==> config.mk <==
export PLATFORM = sky130hd
export DESIGN_NAME = acmp_ctrl
export DESIGN_NICKNAME = d
export VERILOG_FILES = /design/src/verilog/acmp_pkg.sv /design/src/verilog/acmp_chan_if.sv /design/src/verilog/acmp_channel.sv /design/src/verilog/acmp_ctrl.sv
export VERILOG_INCLUDE_DIRS = /design/src /design/src/verilog
export SDC_FILE = /design/constraint.sdc
export NUM_CORES = 1
export LEC_CHECK = 0
export BUFFER_PORTS_ARGS = -buffer_cell sky130_fd_sc_hd__buf_4
export CORE_ASPECT_RATIO = 0.75
export CORE_UTILIZATION = 56
export CTS_BUF_LIST = sky130_fd_sc_hd__clkbuf_2
export DETAILED_ROUTE_END_ITERATION = 6
export GPL_TIMING_DRIVEN = 0
export MAX_ROUTING_LAYER = met4
export PLACE_DENSITY_LB_ADDON = 0.05
export SLEW_MARGIN = 15
export SYNTH_ARGS = -nofsm -noshare
export SYNTH_HDL_FRONTEND = slang
export SYNTH_SLANG_ARGS = --single-unit
export TNS_END_PERCENT = 100
==> constraint.sdc <==
create_clock -name clk_i -period 5.3 [get_ports clk_i]
set_input_delay 1.06 -clock clk_i [delete_from_list [all_inputs] [get_ports clk_i]]
set_output_delay 1.06 -clock clk_i [all_outputs]
set_load 0.01 [all_outputs]
==> src/verilog/acmp_cfg.svh <==
// constants for the analog comparator control and status block
`ifndef ACMP_CFG_SVH
`define ACMP_CFG_SVH

`define ACMP_CON0_BASE    8'h00
`define ACMP_CON1_BASE    8'h10
`define ACMP_STAT_BASE    8'h20
`define ACMP_IRQ_BASE     8'h30
`define ACMP_IRQ_ST_OFF   8'h30
`define ACMP_IRQ_MASK_OFF 8'h34
`define ACMP_CLR_OFF      2'h1
`define ACMP_SET_OFF      2'h2
`define ACMP_INV_OFF      2'h3

`define ACMP_CON_ON       15
`define ACMP_CON_PIN_EN   14
`define ACMP_CON_POL_INV  13
`define ACMP_CON_RESULT   8
`define ACMP_CON_EV_HI    7
`define ACMP_CON_EV_LO    6
`define ACMP_CON_POS_SEL  4
`define ACMP_CON_NEG_HI   1
`define ACMP_CON_NEG_LO   0
`define ACMP_CON_WMASK    32'h0000_e0d3

`define ACMP_STAT_FREEZE  14
`define ACMP_STAT_IDLE    13
`define ACMP_STAT_WMASK   32'h0000_6000
`define ACMP_STAT_SMASK   32'h0000_2000

`define ACMP_RESET_VAL    32'h0000_0000
`define ACMP_LVL_W        10

`endif

==> src/verilog/acmp_pkg.sv <==
// types shared by the comparator controller and its channels
package acmp_pkg;
	typedef logic [9:0] acmp_lvl_t;
	typedef enum logic [1:0] {
		ACMP_EV_NONE,
		ACMP_EV_RISE,
		ACMP_EV_FALL,
		ACMP_EV_ANY
	} acmp_evsel_t;
	typedef enum logic [1:0] {
		ACMP_OP_WRITE,
		ACMP_OP_CLR,
		ACMP_OP_SET,
		ACMP_OP_INV
	} acmp_op_t;
	typedef enum logic [1:0] {
		ACMP_NEG_PIN,
		ACMP_NEG_OWN_POS,
		ACMP_NEG_ALT_POS,
		ACMP_NEG_BANDGAP
	} acmp_negsel_t;
endpackage

==> src/verilog/acmp_chan_if.sv <==
// configuration and result bundle between controller and one channel
`timescale 1ns/1ps
interface acmp_chan_if;
	import acmp_pkg::*;
	logic         on;
	logic         pol;
	logic         coe;
	logic         cref;
	acmp_negsel_t negsel;
	acmp_evsel_t  evsel;
	logic         stop;
	logic         freeze;
	acmp_lvl_t    pos_pin;
	acmp_lvl_t    neg_pin;
	acmp_lvl_t    alt_pin;
	acmp_lvl_t    prog_ref;
	acmp_lvl_t    bandgap;
	logic         result;
	logic         pin;
	logic         pin_oe;
	logic         event_hit;
	modport ctrl (
		output on, pol, coe, cref, negsel, evsel, stop, freeze,
		output pos_pin, neg_pin, alt_pin, prog_ref, bandgap,
		input  result, pin, pin_oe, event_hit
	);
	modport chan (
		input  on, pol, coe, cref, negsel, evsel, stop, freeze,
		input  pos_pin, neg_pin, alt_pin, prog_ref, bandgap,
		output result, pin, pin_oe, event_hit
	);
endinterface

==> src/verilog/acmp_channel.sv <==
// one comparator: input muxing, compare, polarity, freeze and edge events
`timescale 1ns/1ps
module acmp_channel (
	// clock and reset
	input  wire logic clk_i,
	input  wire logic rst_i,
	// controller side
	acmp_chan_if.chan ch
);
	import acmp_pkg::*;

	acmp_lvl_t plus_lvl;
	acmp_lvl_t minus_lvl;
	logic      live;
	logic      held_reg;
	logic      prev_reg;

	assign plus_lvl = ch.cref ? ch.prog_ref : ch.pos_pin;

	always_comb begin
		unique case (ch.negsel)
			ACMP_NEG_PIN:     minus_lvl = ch.neg_pin;
			ACMP_NEG_OWN_POS: minus_lvl = ch.pos_pin;
			ACMP_NEG_ALT_POS: minus_lvl = ch.alt_pin;
			ACMP_NEG_BANDGAP: minus_lvl = ch.bandgap;
		endcase
	end

	// equal levels compare low before the polarity flip; real silicon is undefined there
	assign live = (ch.on && !ch.stop) ?
		((plus_lvl > minus_lvl) ^ ch.pol) : 1'b0;

	always_ff @(posedge clk_i) begin
		if (rst_i) begin
			held_reg <= 1'b0;
		end else if (!ch.freeze) begin
			held_reg <= live;
		end
	end

	assign ch.result = ch.freeze ? held_reg : live;
	// pin path bypasses every flop except the freeze hold, so the pin sees raw comparator timing
	assign ch.pin    = ch.coe & ch.result;
	assign ch.pin_oe = ch.coe;

	always_ff @(posedge clk_i) begin
		if (rst_i) begin
			prev_reg <= 1'b0;
		end else begin
			prev_reg <= ch.result;
		end
	end

	always_comb begin
		unique case (ch.evsel)
			ACMP_EV_NONE: ch.event_hit = 1'b0;
			ACMP_EV_RISE: ch.event_hit = ch.result & ~prev_reg;
			ACMP_EV_FALL: ch.event_hit = ~ch.result & prev_reg;
			ACMP_EV_ANY:  ch.event_hit = ch.result ^ prev_reg;
		endcase
	end

	a_freeze_holds: assert property (@(posedge clk_i) disable iff (rst_i)
		ch.freeze && $past(ch.freeze) |-> $stable(ch.result))
		else $error("result moved while frozen");
endmodule

==> src/verilog/acmp_ctrl.sv <==
// comparator control, status and interrupt registers behind wishbone
`timescale 1ns/1ps
`include "acmp_cfg.svh"
module acmp_ctrl (
	// clock and reset
	input  wire logic                      clk_i,
	input  wire logic                      rst_i,
	// wishbone slave
	input  wire logic                      wb_cyc_i,
	input  wire logic                      wb_stb_i,
	input  wire logic                      wb_we_i,
	input  wire logic [7:0]                wb_adr_i,
	input  wire logic [31:0]               wb_dat_i,
	input  wire logic [3:0]                wb_sel_i,
	output logic      [31:0]               wb_dat_o,
	output logic                           wb_ack_o,
	// analog levels, digitised
	input  wire acmp_pkg::acmp_lvl_t [1:0] pos_pin_i,
	input  wire acmp_pkg::acmp_lvl_t [1:0] neg_pin_i,
	input  wire acmp_pkg::acmp_lvl_t       prog_ref_i,
	input  wire acmp_pkg::acmp_lvl_t       bandgap_ref_i,
	// system mode
	input  wire logic                      idle_i,
	input  wire logic                      debug_i,
	// result pins
	output logic      [1:0]                result_pin_o,
	output logic      [1:0]                result_pin_oe_o,
	// interrupt
	output logic                           irq_o
);
	import acmp_pkg::*;

	logic [31:0] con_reg [0:1];
	logic [31:0] con_next [0:1];
	logic [31:0] stat_reg;
	logic [31:0] stat_next;
	logic [1:0]  irq_st_reg;
	logic [1:0]  irq_st_next;
	logic [1:0]  irq_mask_reg;
	logic [31:0] rd_next;
	logic        ack_reg;
	logic        irq_reg;
	logic        req;
	logic        wr_go;
	logic        rd_go;
	logic [31:0] bmask;
	acmp_op_t    op;
	logic [1:0]  res;
	logic [1:0]  ev;
	logic        frz_eff;
	logic        stop_eff;
	logic [31:0] stat_view;
	logic [31:0] stat_wmask;

	acmp_chan_if ch_if [2] ();

	function automatic logic [31:0] apply_op(
		input logic [31:0] cur,
		input logic [31:0] wd,
		input logic [31:0] bm,
		input acmp_op_t    o,
		input logic [31:0] wmask
	);
		logic [31:0] w;
		logic [31:0] r;
		w = wd & bm;
		r = cur;
		unique case (o)
			ACMP_OP_WRITE: r = (cur & ~bm) | w;
			ACMP_OP_CLR:   r = cur & ~w;
			ACMP_OP_SET:   r = cur | w;
			ACMP_OP_INV:   r = cur ^ w;
		endcase
		apply_op = (r & wmask) | (cur & ~wmask);
	endfunction

	// bus decode: every request answered one cycle later
	assign req   = wb_cyc_i & wb_stb_i & ~ack_reg;
	assign wr_go = req & wb_we_i;
	assign rd_go = req & ~wb_we_i;
	assign op    = acmp_op_t'(wb_adr_i[3:2]);
	assign bmask = {{8{wb_sel_i[3]}}, {8{wb_sel_i[2]}},
		{8{wb_sel_i[1]}}, {8{wb_sel_i[0]}}};

	// system modes
	assign frz_eff  = stat_reg[`ACMP_STAT_FREEZE] & debug_i;
	assign stop_eff = stat_reg[`ACMP_STAT_IDLE] & idle_i;

	genvar gi;
	generate
		for (gi = 0; gi < 2; gi++) begin : g_ch
			assign ch_if[gi].on     = con_reg[gi][`ACMP_CON_ON];
			assign ch_if[gi].pol    = con_reg[gi][`ACMP_CON_POL_INV];
			assign ch_if[gi].coe    = con_reg[gi][`ACMP_CON_PIN_EN];
			assign ch_if[gi].cref   = con_reg[gi][`ACMP_CON_POS_SEL];
			assign ch_if[gi].negsel = acmp_negsel_t'(
				con_reg[gi][`ACMP_CON_NEG_HI:`ACMP_CON_NEG_LO]);
			assign ch_if[gi].evsel  = acmp_evsel_t'(
				con_reg[gi][`ACMP_CON_EV_HI:`ACMP_CON_EV_LO]);
			assign ch_if[gi].stop     = stop_eff;
			assign ch_if[gi].freeze   = frz_eff;
			assign ch_if[gi].pos_pin  = pos_pin_i[gi];
			assign ch_if[gi].neg_pin  = neg_pin_i[gi];
			// the other channel's positive pin is this one's third choice
			assign ch_if[gi].alt_pin  = pos_pin_i[1 - gi];
			assign ch_if[gi].prog_ref = prog_ref_i;
			assign ch_if[gi].bandgap  = bandgap_ref_i;
			assign res[gi]             = ch_if[gi].result;
			assign ev[gi]              = ch_if[gi].event_hit;
			// pin leaves combinationally, so only the freeze hold ever puts a flop in its path
			assign result_pin_o[gi]    = ch_if[gi].pin;
			assign result_pin_oe_o[gi] = ch_if[gi].pin_oe;

			acmp_channel u_chan (
				.clk_i (clk_i),
				.rst_i (rst_i),
				.ch    (ch_if[gi])
			);
		end
	endgenerate

	// control registers
	always_comb begin
		for (int i = 0; i < 2; i++) begin
			con_next[i] = con_reg[i];
			if (wr_go && wb_adr_i[7:4] == 4'(i)) begin
				// result bit is outside the write mask
				con_next[i] = apply_op(con_reg[i], wb_dat_i, bmask, op,
					`ACMP_CON_WMASK);
			end
		end
	end

	always_ff @(posedge clk_i) begin
		if (rst_i) begin
			con_reg[0] <= `ACMP_RESET_VAL;
			con_reg[1] <= `ACMP_RESET_VAL;
		end else begin
			con_reg[0] <= con_next[0];
			con_reg[1] <= con_next[1];
		end
	end

	// shared status register
	assign stat_wmask = debug_i ? `ACMP_STAT_WMASK : `ACMP_STAT_SMASK;

	always_comb begin
		stat_next = stat_reg;
		if (wr_go && {wb_adr_i[7:4], 4'h0} == `ACMP_STAT_BASE) begin
			stat_next = apply_op(stat_reg, wb_dat_i, bmask, op,
				stat_wmask);
		end
	end

	always_ff @(posedge clk_i) begin
		if (rst_i) begin
			stat_reg <= `ACMP_RESET_VAL;
		end else begin
			stat_reg <= stat_next;
		end
	end

	always_comb begin
		stat_view = 32'h0000_0000;
		stat_view[`ACMP_STAT_FREEZE] = frz_eff;
		stat_view[`ACMP_STAT_IDLE]   = stat_reg[`ACMP_STAT_IDLE];
		stat_view[1:0]             = res;
	end

	// interrupt status: read of the status word clears, a new event wins
	always_comb begin
		irq_st_next = irq_st_reg;
		if (rd_go && wb_adr_i == `ACMP_IRQ_ST_OFF) begin
			irq_st_next = 2'h0;
		end
		irq_st_next = irq_st_next | ev;
	end

	always_ff @(posedge clk_i) begin
		if (rst_i) begin
			irq_st_reg <= 2'h0;
		end else begin
			irq_st_reg <= irq_st_next;
		end
	end

	always_ff @(posedge clk_i) begin
		if (rst_i) begin
			irq_mask_reg <= 2'h0;
		end else if (wr_go && wb_adr_i == `ACMP_IRQ_MASK_OFF
			&& wb_sel_i[0]) begin
			irq_mask_reg <= wb_dat_i[1:0];
		end
	end

	// software should mask this while reconfiguring a channel
	always_ff @(posedge clk_i) begin
		if (rst_i) begin
			irq_reg <= 1'b0;
		end else begin
			irq_reg <= |(irq_st_reg & irq_mask_reg);
		end
	end
	assign irq_o = irq_reg;

	// read mux: the result is sampled at the very edge of the read
	always_comb begin
		rd_next = 32'h0000_0000;
		unique case ({wb_adr_i[7:4], 4'h0})
			`ACMP_CON0_BASE: begin
				rd_next = con_reg[0];
				rd_next[`ACMP_CON_RESULT] = res[0];
			end
			`ACMP_CON1_BASE: begin
				rd_next = con_reg[1];
				rd_next[`ACMP_CON_RESULT] = res[1];
			end
			`ACMP_STAT_BASE: rd_next = stat_view;
			`ACMP_IRQ_BASE: begin
				if (wb_adr_i == `ACMP_IRQ_ST_OFF) begin
					rd_next = {30'h0, irq_st_reg};
				end else if (wb_adr_i == `ACMP_IRQ_MASK_OFF) begin
					rd_next = {30'h0, irq_mask_reg};
				end
			end
			default: rd_next = 32'h0000_0000;
		endcase
	end

	always_ff @(posedge clk_i) begin
		if (rst_i) begin
			wb_dat_o <= 32'h0000_0000;
		end else if (rd_go) begin
			wb_dat_o <= rd_next;
		end
	end

	always_ff @(posedge clk_i) begin
		if (rst_i) begin
			ack_reg <= 1'b0;
		end else begin
			ack_reg <= req;
		end
	end
	assign wb_ack_o = ack_reg;

	a_ack_single: assert property (@(posedge clk_i) disable iff (rst_i)
		wb_ack_o |=> !wb_ack_o)
		else $error("ack held for more than one cycle");

	a_ack_follows_req: assert property (@(posedge clk_i) disable iff (rst_i)
		wb_cyc_i && wb_stb_i && !wb_ack_o |=> wb_ack_o)
		else $error("request not acknowledged next cycle");

	a_read_result_now: assert property (@(posedge clk_i) disable iff (rst_i)
		rd_go && wb_adr_i == `ACMP_CON0_BASE |=>
		wb_dat_o[`ACMP_CON_RESULT] == $past(res[0]))
		else $error("read result not sampled at read edge");

	a_result_ro: assert property (@(posedge clk_i) disable iff (rst_i)
		1'b1 |-> con_reg[0][`ACMP_CON_RESULT] == 1'b0
		&& con_reg[1][`ACMP_CON_RESULT] == 1'b0)
		else $error("result bit stored by a write");

	a_set_alias: assert property (@(posedge clk_i) disable iff (rst_i)
		wr_go && wb_adr_i == (`ACMP_STAT_BASE | 8'h08) && wb_sel_i[1]
		&& wb_dat_i[`ACMP_STAT_IDLE] |=> stat_reg[`ACMP_STAT_IDLE])
		else $error("set alias failed to set idle stop");

	a_clr_alias: assert property (@(posedge clk_i) disable iff (rst_i)
		wr_go && wb_adr_i == (`ACMP_STAT_BASE | 8'h04) && wb_sel_i[1]
		&& wb_dat_i[`ACMP_STAT_IDLE] |=> !stat_reg[`ACMP_STAT_IDLE])
		else $error("clear alias failed to clear idle stop");

	a_inv_alias: assert property (@(posedge clk_i) disable iff (rst_i)
		wr_go && wb_adr_i == (`ACMP_STAT_BASE | 8'h0c) && wb_sel_i[1]
		&& wb_dat_i[`ACMP_STAT_IDLE] |=>
		stat_reg[`ACMP_STAT_IDLE] != $past(stat_reg[`ACMP_STAT_IDLE]))
		else $error("toggle alias failed to invert idle stop");

	a_idle_stops_all: assert property (@(posedge clk_i) disable iff (rst_i)
		stop_eff && !frz_eff |-> res == 2'b00)
		else $error("comparator active while idle stopped");

	a_frz_reads_zero: assert property (@(posedge clk_i) disable iff (rst_i)
		rd_go && wb_adr_i == `ACMP_STAT_BASE && !debug_i |=>
		!wb_dat_o[`ACMP_STAT_FREEZE])
		else $error("freeze bit visible outside debug");

	// a status read may legally clear the flag one cycle after the event
	a_event_sticky: assert property (@(posedge clk_i) disable iff (rst_i)
		ev[0] ##1 !(rd_go && wb_adr_i == `ACMP_IRQ_ST_OFF) |->
		irq_st_reg[0] ##1 irq_st_reg[0])
		else $error("event flag lost");

	a_irq_level: assert property (@(posedge clk_i) disable iff (rst_i)
		(irq_st_reg & irq_mask_reg) != 2'b00 |=> irq_o)
		else $error("unmasked event did not raise interrupt");

	a_irq_quiet: assert property (@(posedge clk_i) disable iff (rst_i)
		(irq_st_reg & irq_mask_reg) == 2'b00 |=> !irq_o)
		else $error("interrupt raised with no unmasked event");

	a_read_clears: assert property (@(posedge clk_i) disable iff (rst_i)
		rd_go && wb_adr_i == `ACMP_IRQ_ST_OFF && ev == 2'b00 |=>
		irq_st_reg == 2'b00)
		else $error("status read did not clear interrupt flags");

	a_pin_route_off: assert property (@(posedge clk_i) disable iff (rst_i)
		!con_reg[0][`ACMP_CON_PIN_EN] |-> !result_pin_o[0]
		&& !result_pin_oe_o[0])
		else $error("pin driven with routing off");
endmodule

## Word level (Yosys, flattened, before mapping)

Memories as Yosys holds them, arrays and structs flattened.
Index checks and enable logic that the tools add are counted.

- Register bits: 72
- Latch bits: 0
- Bits in writable memories: 64
- ROM bits: 0
- Bits of input ports: 111
- Output and inout port bits: 38
- Word-level logic and storage cells: 125
- Memories kept: 1

Memory list:

| memory | words | bits a word | read ports | clocked after Yosys merged registers in | write ports | line | RTL |
|---|---|---|---|---|---|---|---|
| con_reg | 2 | 32 | 2 | 0 | 2 | acmp_ctrl.sv:33 | `logic [31:0] con_reg [0:1];` |

- $add $sub $neg: 0
- Multiply operators: 0
- Divide/modulo/power cells: 0
- $lt $le $gt $ge: 2
- Equality and inequality tests: 20
- Shifts and indexed selects: 0
- Multiplexer cells: 28
- Bitwise gates (word level): 50
- Reductions and logical operators: 16

Operator list:

| operator | number |
|---|---|
| 32-bit one-hot mux with 4 select lines | 2 |
| 32-bit two-way mux | 5 |
| 32-bit AND | 4 |
| 16-bit one-hot mux with 4 select lines | 2 |
| 32-bit OR | 3 |
| 10-bit one-hot mux with 4 select lines | 2 |
| 16-bit AND | 4 |
| 32-bit inverter | 2 |
| 16-bit OR | 4 |
| 16-bit by 32-bit OR with 32-bit output | 2 |
| 32-bit by 15-bit AND with 32-bit output | 1 |
| 16-bit two-way mux | 2 |
| 15-bit inverter with 32-bit output | 1 |
| 16-bit XOR | 2 |
| 32-bit XOR | 1 |
| 2-bit == test, second input constant | 10 |
| 10-bit greater-than comparator | 2 |
| 10-bit two-way mux | 2 |
| 8-bit by 6-bit == test with 1-bit output, second input constant | 2 |
| 15-bit two-way mux | 1 |
| 1-bit AND | 12 |
| 2-bit by 1-bit == test with 1-bit output, second input constant | 5 |
| 2-bit zero test | 5 |
| 4-bit by 2-bit == test with 1-bit output, second input constant | 2 |
| other kinds (13) | 38 |

## Logic depth before layout (Yosys ltp)

An unclocked memory read counts as a cell.

- Depth after elaboration: 11
- Depth in mapped cells: 16
- Depth with buffers taken out: 15

## By module

From an unflattened synthesis, not the netlist that was laid out.

- Cell total of the unflattened synthesis: 489
- Area total of the unflattened synthesis: 4,032.6 µm²

By module, submodules not included:

| module | instances | cells an instance | area an instance (µm²) | sequential area each (µm²) |
|---|---|---|---|---|
| acmp_ctrl | 1 | 325 | 2,491.1 | 700.7 |
| acmp_channel | 2 | 82 | 770.7 | 20.0 |

## Worst setup path after synthesis

No wires, ideal clock.

- Path type: input-to-output
- Start: input bandgap_ref_i[5]
- End: output result_pin_o[1]
- Arrival time: 3.118 ns
- Required time: 4.240 ns
- Setup slack: 1.122 ns
- Cell stages on the path: 10
- Buffers on the path: 1
- Cell sequence: mux4_2 inv_1 ha_1 a21oi_1 o21ai_0 a2111oi_0 mux2i_1 nor2_1 nor2b_1 buf_4

- Longest elaborated chain between the ends: 6

RTL lines:

| element | line | RTL |
|---|---|---|
| from (decl) | acmp_ctrl.sv:21 | `input wire acmp_pkg::acmp_lvl_t bandgap_ref_i,` |
| 10-bit one-hot mux with 4 select lines | acmp_channel.sv:21 | `unique case (ch.negsel)` |
| 10-bit greater-than comparator | acmp_channel.sv:31 | `((plus_lvl > minus_lvl) ^ ch.pol) : 1'b0;` |
| 1-bit XOR | acmp_channel.sv:31 |  |
| 1-bit two-way mux | acmp_channel.sv:30 | `assign live = (ch.on && !ch.stop) ?` |
| 1-bit two-way mux | acmp_channel.sv:41 | `assign ch.result = ch.freeze ? held_reg : live;` |
| 1-bit AND | acmp_channel.sv:43 | `assign ch.pin = ch.coe & ch.result;` |
| to (decl) | acmp_ctrl.sv:26 | `output logic [1:0] result_pin_o,` |

No other way between the ends.

==> impl_metrics.toml <==
[timing]
hold_violations = 0
finClkSkew_ps = 22.9
slew_viol_final = 0
whs_ps = 495
rsz0062_at_grt = "no"
period_share = 0.952
slew_headroom = 0.447
tightest_slew_ps = 824
setup_viol = 0
fmax_mhz = 198
fin_crit_ps = 5050
finalSetupTns_ps = 0

[cells_and_area]
largest_reg_flops = 16
finalNetCount = 736
drive_above_1_share = 0.349
antenna_cells = 0
area.growth.synth_to_final_pct = 26.7
n_fill_cell = 509

[global_route]
grt_pass1_vias = 3715
grt_pass1_wl_mm = 18.3
overflow = 0
grt_max_degree = 24
grt_usage = 0.334
antenna_found_initial = 0

[yosys]
synth.avg_cell_area_um2 = 8.53
synth_edf_count = 0
synth.net_count = 610
synth_top_area_share = 0.190
ys_seq_elements = 37
syn_inst = 457
yosysWarningCount = 0
synth_top_cell_by_area = "dfxtp_1"
async_flop_share = 0
synth_ff_type = "dfxtp_1"
synthDistinctLibCells = 41
synth_area_um2 = 3900
synth_common_cells = "ha_1 (42), nor2_1 (42), dfxtp_1 (37)"
yosysSeqAreaShare = 0.190
netlist_top_cells_area = "dfxtp_1 (19%), ha_1 (13%), mux4_2 (12%)"

[setup_path]
slowest_stage = "a2111oi_0"
crit_fanout = 10
cp.required_ps = 4240
start_kind = "flip-flop"
critical_path_class = "flip-flop to primary output"
rr_worst_depth = 15
cp.arrival_ps = 3990
crit_buf_inv = 4
crit-reg2reg-launch = "con_reg[0][36]$_SDFFE_PP0P_"
path_cells = "buf_1 -> mux4_2 -> inv_1 -> ha_1 -> a21oi_1 -> o21ai_0 -> a2111oi_0 -> mux2i_1 -> nor2_1 -> nor2b_1 -> buf_4 -> buf_4"
cp_common_cell = "buf_4"
cp-end-kind = "primary output"
r2r_end = "irq_st_reg[1]$_SDFF_PP0_"
path_delay_family = "compound AO/OA/AOI/OAI gates"
critPathMaxStageDelay_ps = 560
r2r_setup_slack_ps = 1180

[detailed_routing]
wirelength_mm = 11.8
drt_iter0_markers = 369
post-route-drc-count = 6
firstDrtPassIters = 7
viasPerCell = 6.07
routedWlPerCell_um = 17.8
via_count = 4036
ant_nets = 0

[floorplan]
ios = 149
die_w_um = 98.3
rows = 25
die_y_um = 74.3
start_util = 0.599
die-area_um2 = 7300
core_um2 = 6510

[pwr]
p_int_uw = 408
p_leak_nw = 2.27
clkPwrFrac = 0.223
combPwrFrac = 0.311
switching_share = 0.324
p_sw_uw = 196
peakVddDrop_mv = 0.101
sequentialPowerShare = 0.467
p_per_area_nw_per_um2 = 122

[min_path]
worstHoldPathCells = 1
min_path_type = "flip-flop to flip-flop"
hold_end = "wb_ack_o$_SDFF_PP0_"
hold_start = "wb_ack_o$_SDFF_PP0_"

[status]
violations = "design-rule violations"
status = "finished, violations left"

[clock_network]
cts_root_buf = "clkbuf_2"
cts_made_buffers = 5
clock_latency_ps = 400
cts_setup_buffers = 0
cts.clk_slew.worst_paths_ps = 220
h-tree-depth = 2
cts.sinks = 37
cts_resized = 0
holdBufCountCts = 0
tritoncts = "built"
clk_path_buf_depth = 2

[run]
cap_violations = 0

[place]
routabilityCongestion = 0.973
dp.final_hpwl_mm = 9.41
port_buffers = 119
## cells in the final DEF, fill, tap and decap left out, types with 3 or more instances in the layout
cell      instances
buf_4           145
nor2_1           42
ha_1             42
dfxtp_1          37
inv_1            35
a21oi_1          34
nand2_1          29
mux2i_1          26
mux4_2           20
o21ai_0          19
mux2_2           18
clkbuf_1         15
nor3_1           14
o211ai_1         13
a221oi_1         11
buf_1             8
clkbuf_2          7
a211oi_1          7
a21boi_0          6
or3_1             5
nand3_1           5
a22oi_1           4
nand4_1           4
nand2b_1          4
nor2b_1           3
buf_6             3
## through the flow
step                instance area [µm²]  power [mW]  utilization  instances  setup WS (ps)
floorplan                          3900       0.386            -        457           1120
global placement                   4890       0.462        0.752        657            505
detailed placement                 4890       0.470        0.752        657            521
CTS                                4930       0.599        0.758        665            218
global route                       4940       0.634        0.759        665           56.2
finish                             4940       0.604        0.759        665            254
## power groups by stage
stage	Sequential (mW)	Clock [mW]	Combinational, mW
after floorplan	0.287	0	0.0991
after global placement	0.287	0	0.175
after detailed placement	0.287	0	0.183
after CTS	0.282	0.133	0.184
after global routing	0.282	0.148	0.204
final	0.282	0.135	0.187
## cell type report
cell class / instances / area [µm²] / area share
multi-input cells: 330 / 2700 / 0.546
repair buffers: 119 / 893 / 0.181
inverters: 35 / 131 / 0.0266
clock inverters: 2 / 10.0 / 0.00203
well taps: 81 / 101 / 0.0205
clock buffers: 6 / 30.0 / 0.00608
plain buffers: 55 / 333 / 0.0674
flip-flops and latches: 37 / 741 / 0.150
## worst max path at each step
stage | start | slack (ps) | end | depth (start not counted)
global placement | bandgap_ref_i[5] | 510 | result_pin_o[1] | 12
finish | con_reg[0][0]$_SDFFE_PP0P_ | 250 | result_pin_o[0] | 12
floorplan | bandgap_ref_i[5] | 1120 | result_pin_o[1] | 10
detailed placement | pos_pin_i[3] | 520 | result_pin_o[0] | 12
global route | con_reg[0][32]$_SDFFE_PP0P_ | 60 | result_pin_o[1] | 12
CTS | con_reg[0][4]$_SDFFE_PP0P_ | 220 | result_pin_o[0] | 11
## routing by layer
layer / wire [µm] / vias to the layer above / track usage
met2: 5380 / 242 / 0.520
met4: 121 / 0 / 0.0862
met3: 1210 / 14 / 0.0526
met1: 5100 / 1872 / 0.457
li1: - / 1908 / -
met5: 0 / - / -
## kinds of logic after synthesis
group,after synthesis,share of synthesized area
compound gates,106,0.178
buf+inv,90,0.118
mux,64,0.234
simple gates,118,0.145
flops,37,0.190
fa+ha+maj,42,0.135
Note: power is estimated with default switching activity, not from simulation.
